--- src/opcd_pkg.sv ---
// Contract
// - Opcode AE/AF bit 0 sets panel enable
// - Panel-off command enters sleep state
// - Sleep halts oscillator and voltage converter
// - Sleep tristates all row and column drivers
// - Settings and memory survive sleep entry/exit
// - Memory access stays open during sleep
// - B0-B7 loads three-bit page address
// - Page change does not move image
// - C0/C8 bit 3 picks row scan order
// - Scan direction change takes effect immediately
// - D3 parameter low six bits set offset
// - Offset wraps modulo 64
// - D5 parameter low nibble plus one divides
// - D5 parameter high nibble trims oscillator
// - Frame rate from osc, divide, clocks, mux
// - D9 low nibble sets pre-charge, zero invalid
// - D9 high nibble sets discharge, zero invalid
// - DA parameter bit 4 picks pad layout
// - Sequential splits halves, alternating splits even/odd
package opcd_pkg;
  localparam logic [7:0] OP_DISP_OFF   = 8'hAE;
  localparam logic [4:0] OP_PAGE_HI    = 5'h16;
  localparam logic [3:0] OP_SCAN_HI    = 4'hC;
  localparam logic [7:0] OP_OFFSET     = 8'hD3;
  localparam logic [7:0] OP_CLKDIV     = 8'hD5;
  localparam logic [7:0] OP_PRECHG     = 8'hD9;
  localparam logic [7:0] OP_PADCFG     = 8'hDA;
  localparam int         PAD_ALT_BIT   = 4;
  localparam int         SCAN_BIT      = 3;
  localparam logic       RST_ENABLE    = 1'h0;
  localparam logic       RST_SCAN_DOWN = 1'h0;
  localparam logic       RST_PAD_ALT   = 1'h1;
  localparam logic [2:0] RST_PAGE      = 3'h0;
  localparam logic [5:0] RST_OFFSET    = 6'h00;
  localparam logic [3:0] RST_DIV_CODE  = 4'h0;
  localparam logic [3:0] RST_OSC_TRIM  = 4'h5;
  localparam logic [3:0] RST_PRECHG    = 4'h2;
  localparam logic [3:0] RST_DISCHG    = 4'h2;
  localparam int         ROW_CLKS      = 4;
  localparam int         ROWS          = 64;
  typedef enum logic [4:0] {
    OPCD_IDLE   = 5'b00001,
    OPCD_OFFSET = 5'b00010,
    OPCD_CLKDIV = 5'b00100,
    OPCD_PRECHG = 5'b01000,
    OPCD_PADCFG = 5'b10000
  } opcd_state_e;
endpackage

--- src/opcd_cfg_if.sv ---
`timescale 1ns/100ps
// Parameter bytes passed from decoder to the timing generator
interface opcd_cfg_if;
  logic       run;
  logic [3:0] div_code;
  logic [3:0] osc_trim;
  logic [3:0] prechg;
  logic [3:0] dischg;
  logic       row_tick;
  logic       frame_tick;
  modport src (output run, div_code, osc_trim, prechg, dischg, input row_tick, frame_tick);
  modport gen (input run, div_code, osc_trim, prechg, dischg, output row_tick, frame_tick);
endinterface

--- src/opcd_pixclk.sv ---
`timescale 1ns/100ps
// Display clock and row timing; halted while asleep
module opcd_pixclk
  import opcd_pkg::*;
(
  input  wire logic i_ref_clk,
  input  wire logic i_rst_n,
  opcd_cfg_if.gen   cfg
);
  logic [4:0] osc_cnt_r, osc_cnt_nxt;
  logic [3:0] div_cnt_r, div_cnt_nxt;
  logic [5:0] row_cnt_r, row_cnt_nxt;
  logic [5:0] line_cnt_r, line_cnt_nxt;
  logic       pix_tick;

  // Oscillator model: trim code shortens the period for higher codes
  always_comb begin
    osc_cnt_nxt  = osc_cnt_r;
    div_cnt_nxt  = div_cnt_r;
    row_cnt_nxt  = row_cnt_r;
    line_cnt_nxt = line_cnt_r;
    pix_tick     = 1'b0;
    cfg.row_tick   = 1'b0;
    cfg.frame_tick = 1'b0;
    if (cfg.run) begin
      if (osc_cnt_r >= 5'(5'h14 - {1'b0, cfg.osc_trim})) begin
        osc_cnt_nxt = 5'h00;
        if (div_cnt_r >= cfg.div_code) begin
          div_cnt_nxt = 4'h0;
          pix_tick    = 1'b1;
        end else begin
          div_cnt_nxt = div_cnt_r + 4'h1;
        end
      end else begin
        osc_cnt_nxt = osc_cnt_r + 5'h01;
      end
      // Row length is the phase widths plus fixed clocks
      if (pix_tick) begin
        if (row_cnt_r >= 6'(cfg.prechg + cfg.dischg + 6'(ROW_CLKS) - 6'h01)) begin
          row_cnt_nxt  = 6'h00;
          cfg.row_tick = 1'b1;
          line_cnt_nxt = line_cnt_r + 6'h01;
          cfg.frame_tick = (line_cnt_r == 6'(ROWS - 1));
        end else begin
          row_cnt_nxt = row_cnt_r + 6'h01;
        end
      end
    end
  end

  always_ff @(posedge i_ref_clk or negedge i_rst_n) begin
    if (!i_rst_n) begin
      osc_cnt_r  <= 5'h00;
      div_cnt_r  <= 4'h0;
      row_cnt_r  <= 6'h00;
      line_cnt_r <= 6'h00;
    end else begin
      osc_cnt_r  <= osc_cnt_nxt;
      div_cnt_r  <= div_cnt_nxt;
      row_cnt_r  <= row_cnt_nxt;
      line_cnt_r <= line_cnt_nxt;
    end
  end

  halt_a: assert property (@(posedge i_ref_clk) disable iff (!i_rst_n)
    !cfg.run |=> $stable(osc_cnt_r) && $stable(row_cnt_r))
    else $error("timing advanced while asleep");
endmodule

--- src/opcd_decoder.sv ---
`timescale 1ns/100ps
// Command byte decoder with panel configuration state
module opcd_decoder
  import opcd_pkg::*;
(
  input  wire logic       i_ref_clk,
  input  wire logic       i_rst_n,
  input  wire logic       i_cmd_wr,
  input  wire logic       i_cmd_data_select,
  input  wire logic [7:0] i_cmd_byte,
  output logic            o_panel_on,
  output logic            o_sleep,
  output logic            o_osc_run,
  output logic            o_conv_run,
  output logic            o_drv_oe,
  output logic            o_mem_access_en,
  output logic [2:0]      o_page_addr,
  output logic            o_scan_down,
  output logic [5:0]      o_row_offset,
  output logic [4:0]      o_div_ratio,
  output logic [3:0]      o_osc_trim,
  output logic [3:0]      o_prechg_clks,
  output logic [3:0]      o_dischg_clks,
  output logic            o_pad_alt,
  output logic            o_row_tick,
  output logic            o_frame_tick,
  output logic            o_param_err
);
  opcd_cfg_if  cfg ();
  opcd_state_e state_r, state_nxt;
  logic        enable_r, enable_nxt;
  logic        sleep_r, sleep_nxt;
  logic [4:0]  ratio_r, ratio_nxt;
  logic [2:0]  page_r, page_nxt;
  logic        scan_r, scan_nxt;
  logic [5:0]  offset_r, offset_nxt;
  logic [3:0]  div_r, div_nxt;
  logic [3:0]  trim_r, trim_nxt;
  logic [3:0]  pre_r, pre_nxt;
  logic [3:0]  dis_r, dis_nxt;
  logic        pad_r, pad_nxt;
  logic        err_r, err_nxt;
  logic        row_tick_r;
  logic        frame_tick_r;
  logic        cmd_take;

  assign cmd_take = i_cmd_wr && !i_cmd_data_select;

  // Decode: a pending two-byte opcode claims the next command byte
  always_comb begin
    state_nxt  = state_r;
    enable_nxt = enable_r;
    page_nxt   = page_r;
    scan_nxt   = scan_r;
    offset_nxt = offset_r;
    div_nxt    = div_r;
    trim_nxt   = trim_r;
    pre_nxt    = pre_r;
    dis_nxt    = dis_r;
    pad_nxt    = pad_r;
    err_nxt    = 1'b0;
    if (cmd_take) begin
      case (state_r)
        OPCD_OFFSET: begin
          offset_nxt = i_cmd_byte[5:0];
          state_nxt  = OPCD_IDLE;
        end
        OPCD_CLKDIV: begin
          div_nxt   = i_cmd_byte[3:0];
          trim_nxt  = i_cmd_byte[7:4];
          state_nxt = OPCD_IDLE;
        end
        OPCD_PRECHG: begin
          // Zero is invalid; keep the previous period rather than stall
          if (i_cmd_byte[3:0] != 4'h0) begin
            pre_nxt = i_cmd_byte[3:0];
          end
          if (i_cmd_byte[7:4] != 4'h0) begin
            dis_nxt = i_cmd_byte[7:4];
          end
          err_nxt   = (i_cmd_byte[3:0] == 4'h0) || (i_cmd_byte[7:4] == 4'h0);
          state_nxt = OPCD_IDLE;
        end
        OPCD_PADCFG: begin
          pad_nxt   = i_cmd_byte[PAD_ALT_BIT];
          state_nxt = OPCD_IDLE;
        end
        OPCD_IDLE: begin
          // Undefined codes fall through untouched; host must not send them
          if (i_cmd_byte[7:1] == OP_DISP_OFF[7:1]) begin
            enable_nxt = i_cmd_byte[0];
          end else if (i_cmd_byte[7:3] == OP_PAGE_HI) begin
            page_nxt = i_cmd_byte[2:0];
          end else if (i_cmd_byte[7:4] == OP_SCAN_HI) begin
            scan_nxt = i_cmd_byte[SCAN_BIT];
          end else if (i_cmd_byte == OP_OFFSET) begin
            state_nxt = OPCD_OFFSET;
          end else if (i_cmd_byte == OP_CLKDIV) begin
            state_nxt = OPCD_CLKDIV;
          end else if (i_cmd_byte == OP_PRECHG) begin
            state_nxt = OPCD_PRECHG;
          end else if (i_cmd_byte == OP_PADCFG) begin
            state_nxt = OPCD_PADCFG;
          end
        end
        default: state_nxt = OPCD_IDLE;
      endcase
    end
    // Derived outputs are registered too, so no output has logic after its flop
    sleep_nxt = !enable_nxt;
    ratio_nxt = {1'b0, div_nxt} + 5'h01;
  end

  // Settings registers; only reset clears them, never sleep
  always_ff @(posedge i_ref_clk or negedge i_rst_n) begin
    if (!i_rst_n) begin
      state_r  <= OPCD_IDLE;
      enable_r <= RST_ENABLE;
      sleep_r  <= !RST_ENABLE;
      ratio_r  <= {1'b0, RST_DIV_CODE} + 5'h01;
      page_r   <= RST_PAGE;
      scan_r   <= RST_SCAN_DOWN;
      offset_r <= RST_OFFSET;
      div_r    <= RST_DIV_CODE;
      trim_r   <= RST_OSC_TRIM;
      pre_r    <= RST_PRECHG;
      dis_r    <= RST_DISCHG;
      pad_r    <= RST_PAD_ALT;
      err_r    <= 1'b0;
    end else begin
      state_r  <= state_nxt;
      enable_r <= enable_nxt;
      sleep_r  <= sleep_nxt;
      ratio_r  <= ratio_nxt;
      page_r   <= page_nxt;
      scan_r   <= scan_nxt;
      offset_r <= offset_nxt;
      div_r    <= div_nxt;
      trim_r   <= trim_nxt;
      pre_r    <= pre_nxt;
      dis_r    <= dis_nxt;
      pad_r    <= pad_nxt;
      err_r    <= err_nxt;
    end
  end

  // Timing generator runs only while the panel is on
  assign cfg.run      = enable_r;
  assign cfg.div_code = div_r;
  assign cfg.osc_trim = trim_r;
  assign cfg.prechg   = pre_r;
  assign cfg.dischg   = dis_r;

  opcd_pixclk u_pixclk (
    .i_ref_clk (i_ref_clk),
    .i_rst_n   (i_rst_n),
    .cfg       (cfg.gen)
  );

  // Register the tick strobes so outputs come from flops
  always_ff @(posedge i_ref_clk or negedge i_rst_n) begin
    if (!i_rst_n) begin
      row_tick_r   <= 1'b0;
      frame_tick_r <= 1'b0;
    end else begin
      row_tick_r   <= cfg.row_tick;
      frame_tick_r <= cfg.frame_tick;
    end
  end

  // Status and configuration outputs straight from registers; memory access enable tied high
  assign o_panel_on      = enable_r;
  assign o_sleep         = sleep_r;
  assign o_osc_run       = enable_r;
  assign o_conv_run      = enable_r;
  assign o_drv_oe        = enable_r;
  assign o_mem_access_en = 1'b1;
  assign o_page_addr     = page_r;
  assign o_scan_down     = scan_r;
  assign o_row_offset    = offset_r;
  assign o_div_ratio     = ratio_r;
  assign o_osc_trim      = trim_r;
  assign o_prechg_clks   = pre_r;
  assign o_dischg_clks   = dis_r;
  assign o_pad_alt       = pad_r;
  assign o_row_tick      = row_tick_r;
  assign o_frame_tick    = frame_tick_r;
  assign o_param_err     = err_r;

  panel_cmd_a: assert property (@(posedge i_ref_clk) disable iff (!i_rst_n)
    (cmd_take && state_r == OPCD_IDLE && i_cmd_byte[7:1] == 7'h57)
    |=> o_panel_on == $past(i_cmd_byte[0]))
    else $error("panel enable did not follow command");
  sleep_drv_a: assert property (@(posedge i_ref_clk) disable iff (!i_rst_n)
    o_sleep |-> !o_drv_oe && !o_osc_run && !o_conv_run)
    else $error("drivers active in sleep");
  page_load_a: assert property (@(posedge i_ref_clk) disable iff (!i_rst_n)
    (cmd_take && state_r == OPCD_IDLE && i_cmd_byte[7:3] == 5'h16)
    |=> o_page_addr == $past(i_cmd_byte[2:0]))
    else $error("page address not loaded");
  scan_dir_a: assert property (@(posedge i_ref_clk) disable iff (!i_rst_n)
    (cmd_take && state_r == OPCD_IDLE && i_cmd_byte[7:4] == 4'hC)
    |=> o_scan_down == $past(i_cmd_byte[3]))
    else $error("scan direction late");
  offset_arm_a: assert property (@(posedge i_ref_clk) disable iff (!i_rst_n)
    (cmd_take && state_r == OPCD_IDLE && i_cmd_byte == 8'hD3)
    |=> state_r == OPCD_OFFSET)
    else $error("offset opcode not armed");
  offset_par_a: assert property (@(posedge i_ref_clk) disable iff (!i_rst_n)
    (cmd_take && state_r == OPCD_OFFSET)
    |=> o_row_offset == $past(i_cmd_byte[5:0]))
    else $error("offset parameter not taken");
  param_hold_a: assert property (@(posedge i_ref_clk) disable iff (!i_rst_n)
    (cmd_take && state_r != OPCD_IDLE)
    |=> state_r == OPCD_IDLE && $stable(o_panel_on))
    else $error("parameter byte decoded as command");
  keep_cfg_a: assert property (@(posedge i_ref_clk) disable iff (!i_rst_n)
    $rose(o_sleep) |-> $stable(o_row_offset) && $stable(o_prechg_clks))
    else $error("settings lost on sleep");
  prechg_zero_a: assert property (@(posedge i_ref_clk) disable iff (!i_rst_n)
    o_prechg_clks != 4'h0 && o_dischg_clks != 4'h0)
    else $error("zero phase period stored");
  div_ratio_a: assert property (@(posedge i_ref_clk) disable iff (!i_rst_n)
    (cmd_take && state_r == OPCD_CLKDIV)
    |=> o_div_ratio == 5'($past(i_cmd_byte[3:0])) + 5'h01
        && o_osc_trim == $past(i_cmd_byte[7:4]))
    else $error("clock parameter wrong");
endmodule

--- config.mk ---
export PLATFORM = sky130hd
export DESIGN_NAME = opcd_decoder
export DESIGN_NICKNAME = d
export VERILOG_FILES = /design/src/opcd_pkg.sv /design/src/opcd_cfg_if.sv /design/src/opcd_pixclk.sv /design/src/opcd_decoder.sv
export SDC_FILE = /design/constraint.sdc
export NUM_CORES = 1
export LEC_CHECK = 0
export BUFFER_PORTS_ARGS = -buffer_cell sky130_fd_sc_hd__buf_2
export CAP_MARGIN = 20
export CORE_MARGIN = 4
export CORE_UTILIZATION = 50
export DETAILED_ROUTE_END_ITERATION = 7
export PLACE_DENSITY_LB_ADDON = 0.12
export SYNTH_ARGS = -nofsm -noshare
export SYNTH_HDL_FRONTEND = slang
export SYNTH_SLANG_ARGS = --single-unit
--- constraint.sdc ---
create_clock -name i_ref_clk -period 3.25 [get_ports i_ref_clk]
set_input_delay 0.65 -clock i_ref_clk [delete_from_list [all_inputs] [get_ports i_ref_clk]]
set_output_delay 0.65 -clock i_ref_clk [all_outputs]
set_load 0.01 [all_outputs]
==> results.txt, run 1 <==
----------------------------------------------------
[Outcome]
  Outcome ... finished clean

[Critical path]
  Capture point of the worst reg-to-reg path ... u_pixclk.row_cnt_r[0]
  CP startpoint kind ... flop
  Cell with the largest stage delay on the worst path ... fa_1
  Required time of the worst setup path ... 3.51 ns
  Gate family responsible for the most delay along the worst path ... adder cells
  Reg-to-Reg Start ... o_prechg_clks[0]
  Crit path to ... u_pixclk.row_cnt_r[0]
  WP depth ... 12
  Flop-to-flop setup slack ... approximately 0.23 ns
  Cell chain of the critical path ... ha_2 > fa_1 > xnor2_1 > a21oi_1 > xnor2_1 > ha_1 > a211o_1 > a21oi_2 > o21ai_2 > buf_4 > nand3b_1 > mux2i_1
  Type of element capturing the critical path ... flop
  Delay of the slowest critical-path stage ... approximately 0.4 ns
  CP dominant cell by count ... xnor2_1
  Crit. Startpoint ... o_prechg_clks[0]
  Worst Path Arrival ... 3.28 ns
  Crit path max fanout ... 5
  CP Class ... flop to flop
  Worst reg-to-reg path cell count ... 12
  Worst Path Buf+Inv ... 1

[Die]
  Height of the chip ... 91.69 microns
  Num ports ... 49
  Die Wd ... slightly above 90 microns
  Initial core utilization ... 0.5155
  Total die area ... 0.008407 sq mm
  Std-Cell Core Area ... 0.006794 sq mm
  Row Count ... 30

[GRT]
  Largest net degree at the start of global routing ... 34
  Antenna violations before repair ... 0
  Overall routing resource usage ... 0.1840
  Vias in the first global route ... 2,513
  First-pass GRT wire length ... 12.22 mm
  Aggregate global routing overflow ... 0

[Logic synthesis]
  Post-synth cell types ... 52
  Synth Area per Inst ... 10.88 sq um
  Most common cell in the netlist ... dfrtp_1
  Register bit count reported by yosys ... 63
  Cell area after synthesis ... 0.003502 sq mm
  YS warnings ... 0
  Post-synth EDFFs ... 0
  Top cell type's share of synthesized area ... 0.3930
  Sequential area share after synthesis ... 0.4530
  Synthesized instance count ... 322
  Post-synth net total ... 361
  Share of async-settable or async-resettable flops after synthesis ... 1.000
  Synth top area cells ... dfrtp_1 (39%), ha_1 (9.3%), mux2_2 (6.4%), dfstp_2 (6.0%), xnor2_1 (3.0%)
  Leading cell types by count after synthesis ... dfrtp_1 (55), ha_1 (26), mux2_2 (20)
  Largest area contributor in the synthesized netlist ... dfrtp_1
  Main flop type after synthesis ... dfrtp_1

[Layout]
  Final Instance Count excl. Fillers ... 471
  Area occupied by multi-input gates ... 0.001760 sq mm
  Area of all placed cells without fillers ... 0.004089 sq mm
  Post-layout net count ... 409
  Antenna fix cells ... 0
  Fill count ... 580
  Sequential Area ... between 0.0015 and 0.002 sq mm
  Fraction of layout instances using a drive strength above 1 ... 0.2987
  Area growth from synthesis to layout ... 16.76%
  Final core occ ... 0.6018

[Clocking]
  Clock latency at the later pin of the worst-skew pair ... around 0.34 ns
  Number of buffers on the longest clock path ... 2
  Root buffer cell ... clkbuf_8
  Number of hold buffers added after CTS ... 0
  Clock transition time at the flip-flop clock pins of the worst setup and hold paths ... roughly 0.070 ns
  Clock buffer count from CTS ... 9
  CTS H-tree depth ... 3
  CTS tree ... built
  Clock sink total ... 63

[Timing]
  Share of the clock period used by the worst path ... 0.9285
  Total count of hold-check failures in the final report ... 0
  Setup slack after layout ... 0.2325 ns
  Highest attainable clock frequency ... 0.3314 GHz
  Period minus WS final ... 3.018 ns
  Total count of max-transition violations in the final report ... 0
  Worst relative slew slack ... 0.4982
  Transition time at the pin with the least slew margin ... 0.7526 ns
  Setup-failing EPs final ... 0
  Final setup skew ... 0.008226 ns

[Placement]
  # port buffers ... 47
  Half-perimeter wire length after placement ... 5.113 mm
  Inst Count DP ... 452
  Placer congestion estimate ... 0.8380
  Dpl cell area ... ~0.0038 sq mm
  Worst slack after detailed placement ... 0.1108 ns

[Drt]
  Total routed wirelength ... 7.159 mm
  Initial drt markers ... 43
  Wire per inst ... ~15 microns
  Residual DRC ... 0
  Number of nets still failing antenna checks after routing ... 0
  Number of detailed-route iterations in the first pass ... 4
  Via density per instance ... ~5.4
  Routed vias ... 2,552

[Power and ir drop]
  Total leakage power ... 2.080 nW
  Maximum vdd drop ... 0.0002945 V
  PnR Total Power ... 0.001753 W
  Pwr dens ... 428.8 mW/mm^2

[Hold path]
  Hold WC Path Type ... primary input to async pin

[Flow run]
  # Max-Cap Violations ... 0

----------------------------------------------------
## area by class of cell
cell class	instances	share of cell area
Multi-Input combinational cell	220	0.4305
Sequential cell	63	0.3880
Timing Repair Buffer	58	0.08078
Clock buffer	13	0.03886
Tap cell	96	0.02938
Inverter	18	0.01652
Clock inverter	3	0.01591
## logic make-up after synthesis
kind of cell / synth area share
AO/OA/AOI/OAI: 0.1268
XOR/XNOR: 0.05002
flip-flops: 0.4530
multiplexers: 0.07610
adder cells (fa/ha/maj): 0.09861
buffers and inverters: 0.04787
AND/OR/NAND/NOR: 0.1465
other: 0.001071
## state kept, by name, summed over array words and instances (netlist names)
register,flops
o_row_offset,6
u_pixclk.line_cnt_r,6
u_pixclk.row_cnt_r,6
o_div_ratio,5
state_r,5
u_pixclk.osc_cnt_r,5
cfg.div_code,4
o_dischg_clks,4
o_osc_trim,4
o_prechg_clks,4
u_pixclk.div_cnt_r,4
o_page_addr,3
o_conv_run,1
o_frame_tick,1
o_pad_alt,1
o_param_err,1
o_row_tick,1
o_scan_down,1
o_sleep,1
## per-layer routing
metal | track usage | vias up | part of all wire
met5 | 0 | - | 0
met4 | 0.07178 | 0 | 0.017
met3 | 0.04020 | 11 | 0.031
met2 | 0.3080 | 39 | 0.49
met1 | 0.2324 | 1253 | 0.46
li1 | - | 1249 | -
## worst min path at each step
| stage | start | end | slack [ns] | cells past startpoint |
|---|---|---|---|---|
| finish | i_rst_n | u_pixclk.row_cnt_r[2] | 0.38 | 1 |
| global route | i_rst_n | u_pixclk.line_cnt_r[1] | 0.44 | 1 |
| CTS | i_rst_n | u_pixclk.row_cnt_r[2] | 0.40 | 1 |
| detailed placement | o_row_offset[3] | o_row_offset[3] | 0.47 | 2 |
| global placement | o_row_offset[3] | o_row_offset[3] | 0.47 | 2 |
| floorplan | i_rst_n | cfg.div_code[0] | 0.35 | 0 |
## power by group
| group | internal (W) | total [W] | switching, W |
|---|---|---|---|
| combinational | 0.0000571 | 0.000147 | 0.0000902 |
| clock | 0.000473 | 0.000771 | 0.000297 |
| sequential | 0.000814 | 0.000835 | 0.0000211 |
## worst reg2reg max path, stage by stage, from the launching register on
cell and delay, ns:
dfrtp_1 0.39, ha_2 0.20, fa_1 0.40, xnor2_1 0.29, a21oi_1 0.11, xnor2_1 0.15, ha_1 0.30, a211o_1 0.29
a21oi_2 0.14, o21ai_2 0.08, buf_4 0.15, nand3b_1 0.24, mux2i_1 0.19
## cells in the final DEF (no fill, tap or decap), types with 3 or more instances in the layout
cell and n:
a21o_1 5, a21oi_1 11, a22o_1 10, and3_1 6, buf_2 47, buf_4 10
clkbuf_8 11, dfrtp_1 55, dfstp_2 8, ha_1 24, inv_1 18, mux2_2 20
mux2i_1 3, nand2_1 14, nand2b_1 7, nand3_1 9, nand4_1 8, nor2_1 12
o211ai_1 5, o21ai_0 11, o2bb2ai_1 5, o31ai_1 8, xnor2_1 12, xor2_1 8
## timing repair
item                                    in CTS  in global routing
buffers inserted                             0                  3
endpoints found under the setup margin       0                 10
gates resized for setup                      0                  5
## through the flow
step                      hold slack [ns]   TNS, ns
after detailed placement           0.4735         0
after global placement             0.4659         0
after global routing               0.4395  -0.04178
final                              0.3818         0
after floorplan                    0.3544         0
after CTS                          0.4005         0
Power figures use the tool's default switching activity.
==> inputs of run 2 (changes only) <==
- PLACE_DENSITY: default -> 0.82
- PLACE_DENSITY_LB_ADDON: 0.12 -> default
==> run 2 against run 1 <==
Effect of this change:
- core utilization barely moved
- global-route usage about the same
- register-to-register slack lost 0.03 ns
- routed wire length is 3.2% higher
==> results.txt, run 2 (synthesis results as in run 1) <==
----------------------------------------------------
[Die]
  Row Count ... 30 (unchanged)
  Std-Cell Core Area ... 0.006794 sq mm (unchanged)
  Initial core utilization ... 0.5155 (unchanged)
  Die Wd ... 91.69 microns (unchanged)
  Total die area ... 0.008407 sq mm (unchanged)
  Height of the chip ... 91.69 microns (unchanged)
  Num ports ... 49 (unchanged)

[Clocking]
  Clock latency at the later pin of the worst-skew pair ... 0.34 ns (about the same)
  Clock buffer count from CTS ... 9 (unchanged)
  Number of hold buffers added after CTS ... 0 (unchanged)
  Number of buffers on the longest clock path ... 2 (unchanged)
  Clock transition time at the flip-flop clock pins of the worst setup and hold paths ... 0.08 ns (was 0.07 ns)
  Clock sink total ... 63 (unchanged)
  CTS tree ... built (unchanged)
  Root buffer cell ... clkbuf_8 (unchanged)
  CTS H-tree depth ... 3 (unchanged)

[Timing]
  Worst relative slew slack ... 0.4837 (was 0.4982)
  Share of the clock period used by the worst path ... 0.9386 (was 0.9285)
  Setup-failing EPs final ... 0 (unchanged)
  Total count of hold-check failures in the final report ... 0 (unchanged)
  Transition time at the pin with the least slew margin ... 0.7745 ns (was 0.7526 ns)
  Hold_ws ... 0.3794 ns (was 0.3818 ns)
  Setup total negative slack ... 0 ns (unchanged)
  Period minus WS final ... 3.051 ns (was 3.018 ns)
  Total count of max-transition violations in the final report ... 0 (unchanged)
  Highest attainable clock frequency ... 0.3278 GHz (was 0.3314 GHz)
  Final setup skew ... 0.008882 ns (was 0.008226 ns)
  RSZ-0062 raised after global routing ... false

[GRT]
  Largest net degree at the start of global routing ... 36 (was 34)
  Overall routing resource usage ... 0.1838 (was 0.1840)
  First-pass GRT wire length ... 12.41 mm (was 12.22 mm)
  Antenna violations before repair ... 0 (unchanged)
  Vias in the first global route ... 2,641 (was 2,513)
  Aggregate global routing overflow ... 0 (unchanged)

[Drt]
  Initial drt markers ... 113 (was 43)
  Wire per inst ... 15.72 microns (was 15.20 microns)
  Sum of met2 wire segment lengths after detailed routing ... 3.763 mm (was 3.491 mm)
  Total routed wirelength ... 7.388 mm (was 7.159 mm)
  Routed met1 length ... 3.154 mm (was 3.325 mm)
  Routed vias ... 2,612 (was 2,552)
  Number of nets still failing antenna checks after routing ... 0 (unchanged)
  Via density per instance ... 5.557 (was 5.418)
  Highest signal layer in the routed design ... met4 (unchanged)
  Total met3 wirelength after detailed routing ... 322 microns (was 222 microns)
  Residual DRC ... 0 (unchanged)
  Number of detailed-route iterations in the first pass ... 4 (unchanged)

[Placement]
  Placer congestion estimate ... 0.8399 (was 0.8380)
  Inst Count DP ... 451 (was 452)
  # port buffers ... 47 (unchanged)
  Half-perimeter wire length after placement ... 5.309 mm (was 5.113 mm)
  Dpl cell area ... 0.003810 sq mm (was 0.003830 sq mm)

[Outcome]
  Outcome ... finished clean (unchanged)

[Layout]
  Post-layout net count ... 408 (was 409)
  Antenna fix cells ... 0 (unchanged)
  Commonest cells after routing, fill and taps aside ... dfrtp_1 (55), buf_2 (47), ha_1 (24), mux2_2 (20), inv_1 (18) (unchanged)
  Final Instance Count excl. Fillers ... 470 (was 471)
  Most frequent standard cell in the layout excluding fill and tap cells ... dfrtp_1 (unchanged)
  Fraction of layout instances using a drive strength above 1 ... 0.3075 (was 0.2987)
  Final core occ ... 0.6015 (was 0.6018)
  Area growth from synthesis to layout ... 16.68% (was 16.76%)
  Area of all placed cells without fillers ... 0.004086 sq mm (was 0.004089 sq mm)

[Critical path]
  Crit path max fanout ... 5 (unchanged)
  Worst Path Arrival ... 3.28 ns (about the same)
  Type of element capturing the critical path ... flop (unchanged)
  Reg-to-Reg Start ... o_prechg_clks[0] (unchanged)
  Crit. Startpoint ... o_prechg_clks[0] (unchanged)
  CP Class ... flop to flop (unchanged)
  CP startpoint kind ... flop (unchanged)
  Required time of the worst setup path ... 3.48 ns (was 3.51 ns)
  Flop-to-flop setup slack ... 0.20 ns (was 0.23 ns)

[Hold path]
  Hold WC Path Type ... primary input to async pin (unchanged)

[Power and ir drop]
  Pwr dens ... 428.5 mW/mm^2 (was 428.8 mW/mm^2)
  Switching portion of total power ... 0.2537 (was 0.2331)
  Psw ... 0.0004443 W (was 0.0004087 W)
  Sequential Power Share ... 0.478 (was 0.476)
  Clock network fraction of total power ... 0.438 (was 0.440)
  Internal power component ... 0.001307 W (was 0.001345 W)
  Total leakage power ... 2.070 nW (was 2.080 nW)
  Maximum vdd drop ... 0.0003056 V (was 0.0002945 V)
  Fraction of power consumed by combinational cells ... 0.084 (about the same)

[Flow run]
  # Max-Cap Violations ... 0 (unchanged)

----------------------------------------------------
## run 2: cell count changes in the layout (fill, tap and decap cells not counted), moves of 2 or more
| cell | previous run | this run |
|---|---|---|
| xnor2_1 | 12 | 10 |
| clkinv_4 | 0 | 2 |
| clkbuf_8 | 11 | 9 |
| xnor2_2 | 0 | 2 |
## run 2: path summary, 6_finish.rpt
check	endpoint	cells past startpoint
max	u_pixclk.row_cnt_r[1]	15
min	u_pixclk.line_cnt_r[5]	1
max reg2reg	u_pixclk.row_cnt_r[1]	15
min reg2reg	u_pixclk.line_cnt_r[5]	1
max in group asynchronous	o_dischg_clks[1]	2
min in group i_ref_clk	u_pixclk.line_cnt_r[5]	1
## run 2: area by class of cell
type                            instances  area (sq um)
Fill cell                             520          2708
Multi-Input combinational cell        220          1780
Sequential cell                        63          1587
Timing Repair Buffer                   57         310.3
Clock buffer                           10         127.6
Tap cell                               96         120.1
Clock inverter                          6         93.84
Inverter                               18         67.56
## run 2: layer usage
metal | GRT usage | vias up
met1 | 0.2282 | 1276
met5 | 0 | -
met4 | 0.06931 | 0
met2 | 0.3177 | 65
li1 | - | 1255
met3 | 0.03445 | 16
## run 2: power groups by stage
stage	logic, W	registers (W)	clock network [W]
floorplan	0.0000876	0.000851	0
global placement	0.000142	0.000851	0
detailed placement	0.000147	0.000851	0
CTS	0.000148	0.000837	0.000773
global route	0.000164	0.000843	0.000817
finish	0.000147	0.000838	0.000767
## run 2: worst max-delay path, stage by stage (launching register included)
cell     delay, ns
dfrtp_1       0.41
ha_2          0.21
fa_1          0.47
inv_1         0.06
ha_2          0.20
nor2_2        0.09
nand2_1       0.07
xor2_1        0.15
ha_1          0.31
buf_4         0.11
nand4_1       0.11
o21ai_1       0.18
buf_4         0.15
buf_4         0.13
nor2_1        0.04
mux2_2        0.25
## run 2: timing repair
| item | 4_1_cts | 5_1_grt |
|---|---|---|
| buffers inserted | 0 | 3 |
| setup endpoints to repair | 0 | 5 |
| resized for setup | 0 | 8 |
## run 2: through the flow
| step | setup WS (ns) | power [W] |
|---|---|---|
| after global routing | 0.005459 | 0.001823 |
| after CTS | 0.1020 | 0.001759 |
| after floorplan | 0.2628 | 0.0009387 |
| after detailed placement | 0.1225 | 0.0009983 |
| final | 0.1995 | 0.001751 |
| after global placement | 0.2662 | 0.0009925 |
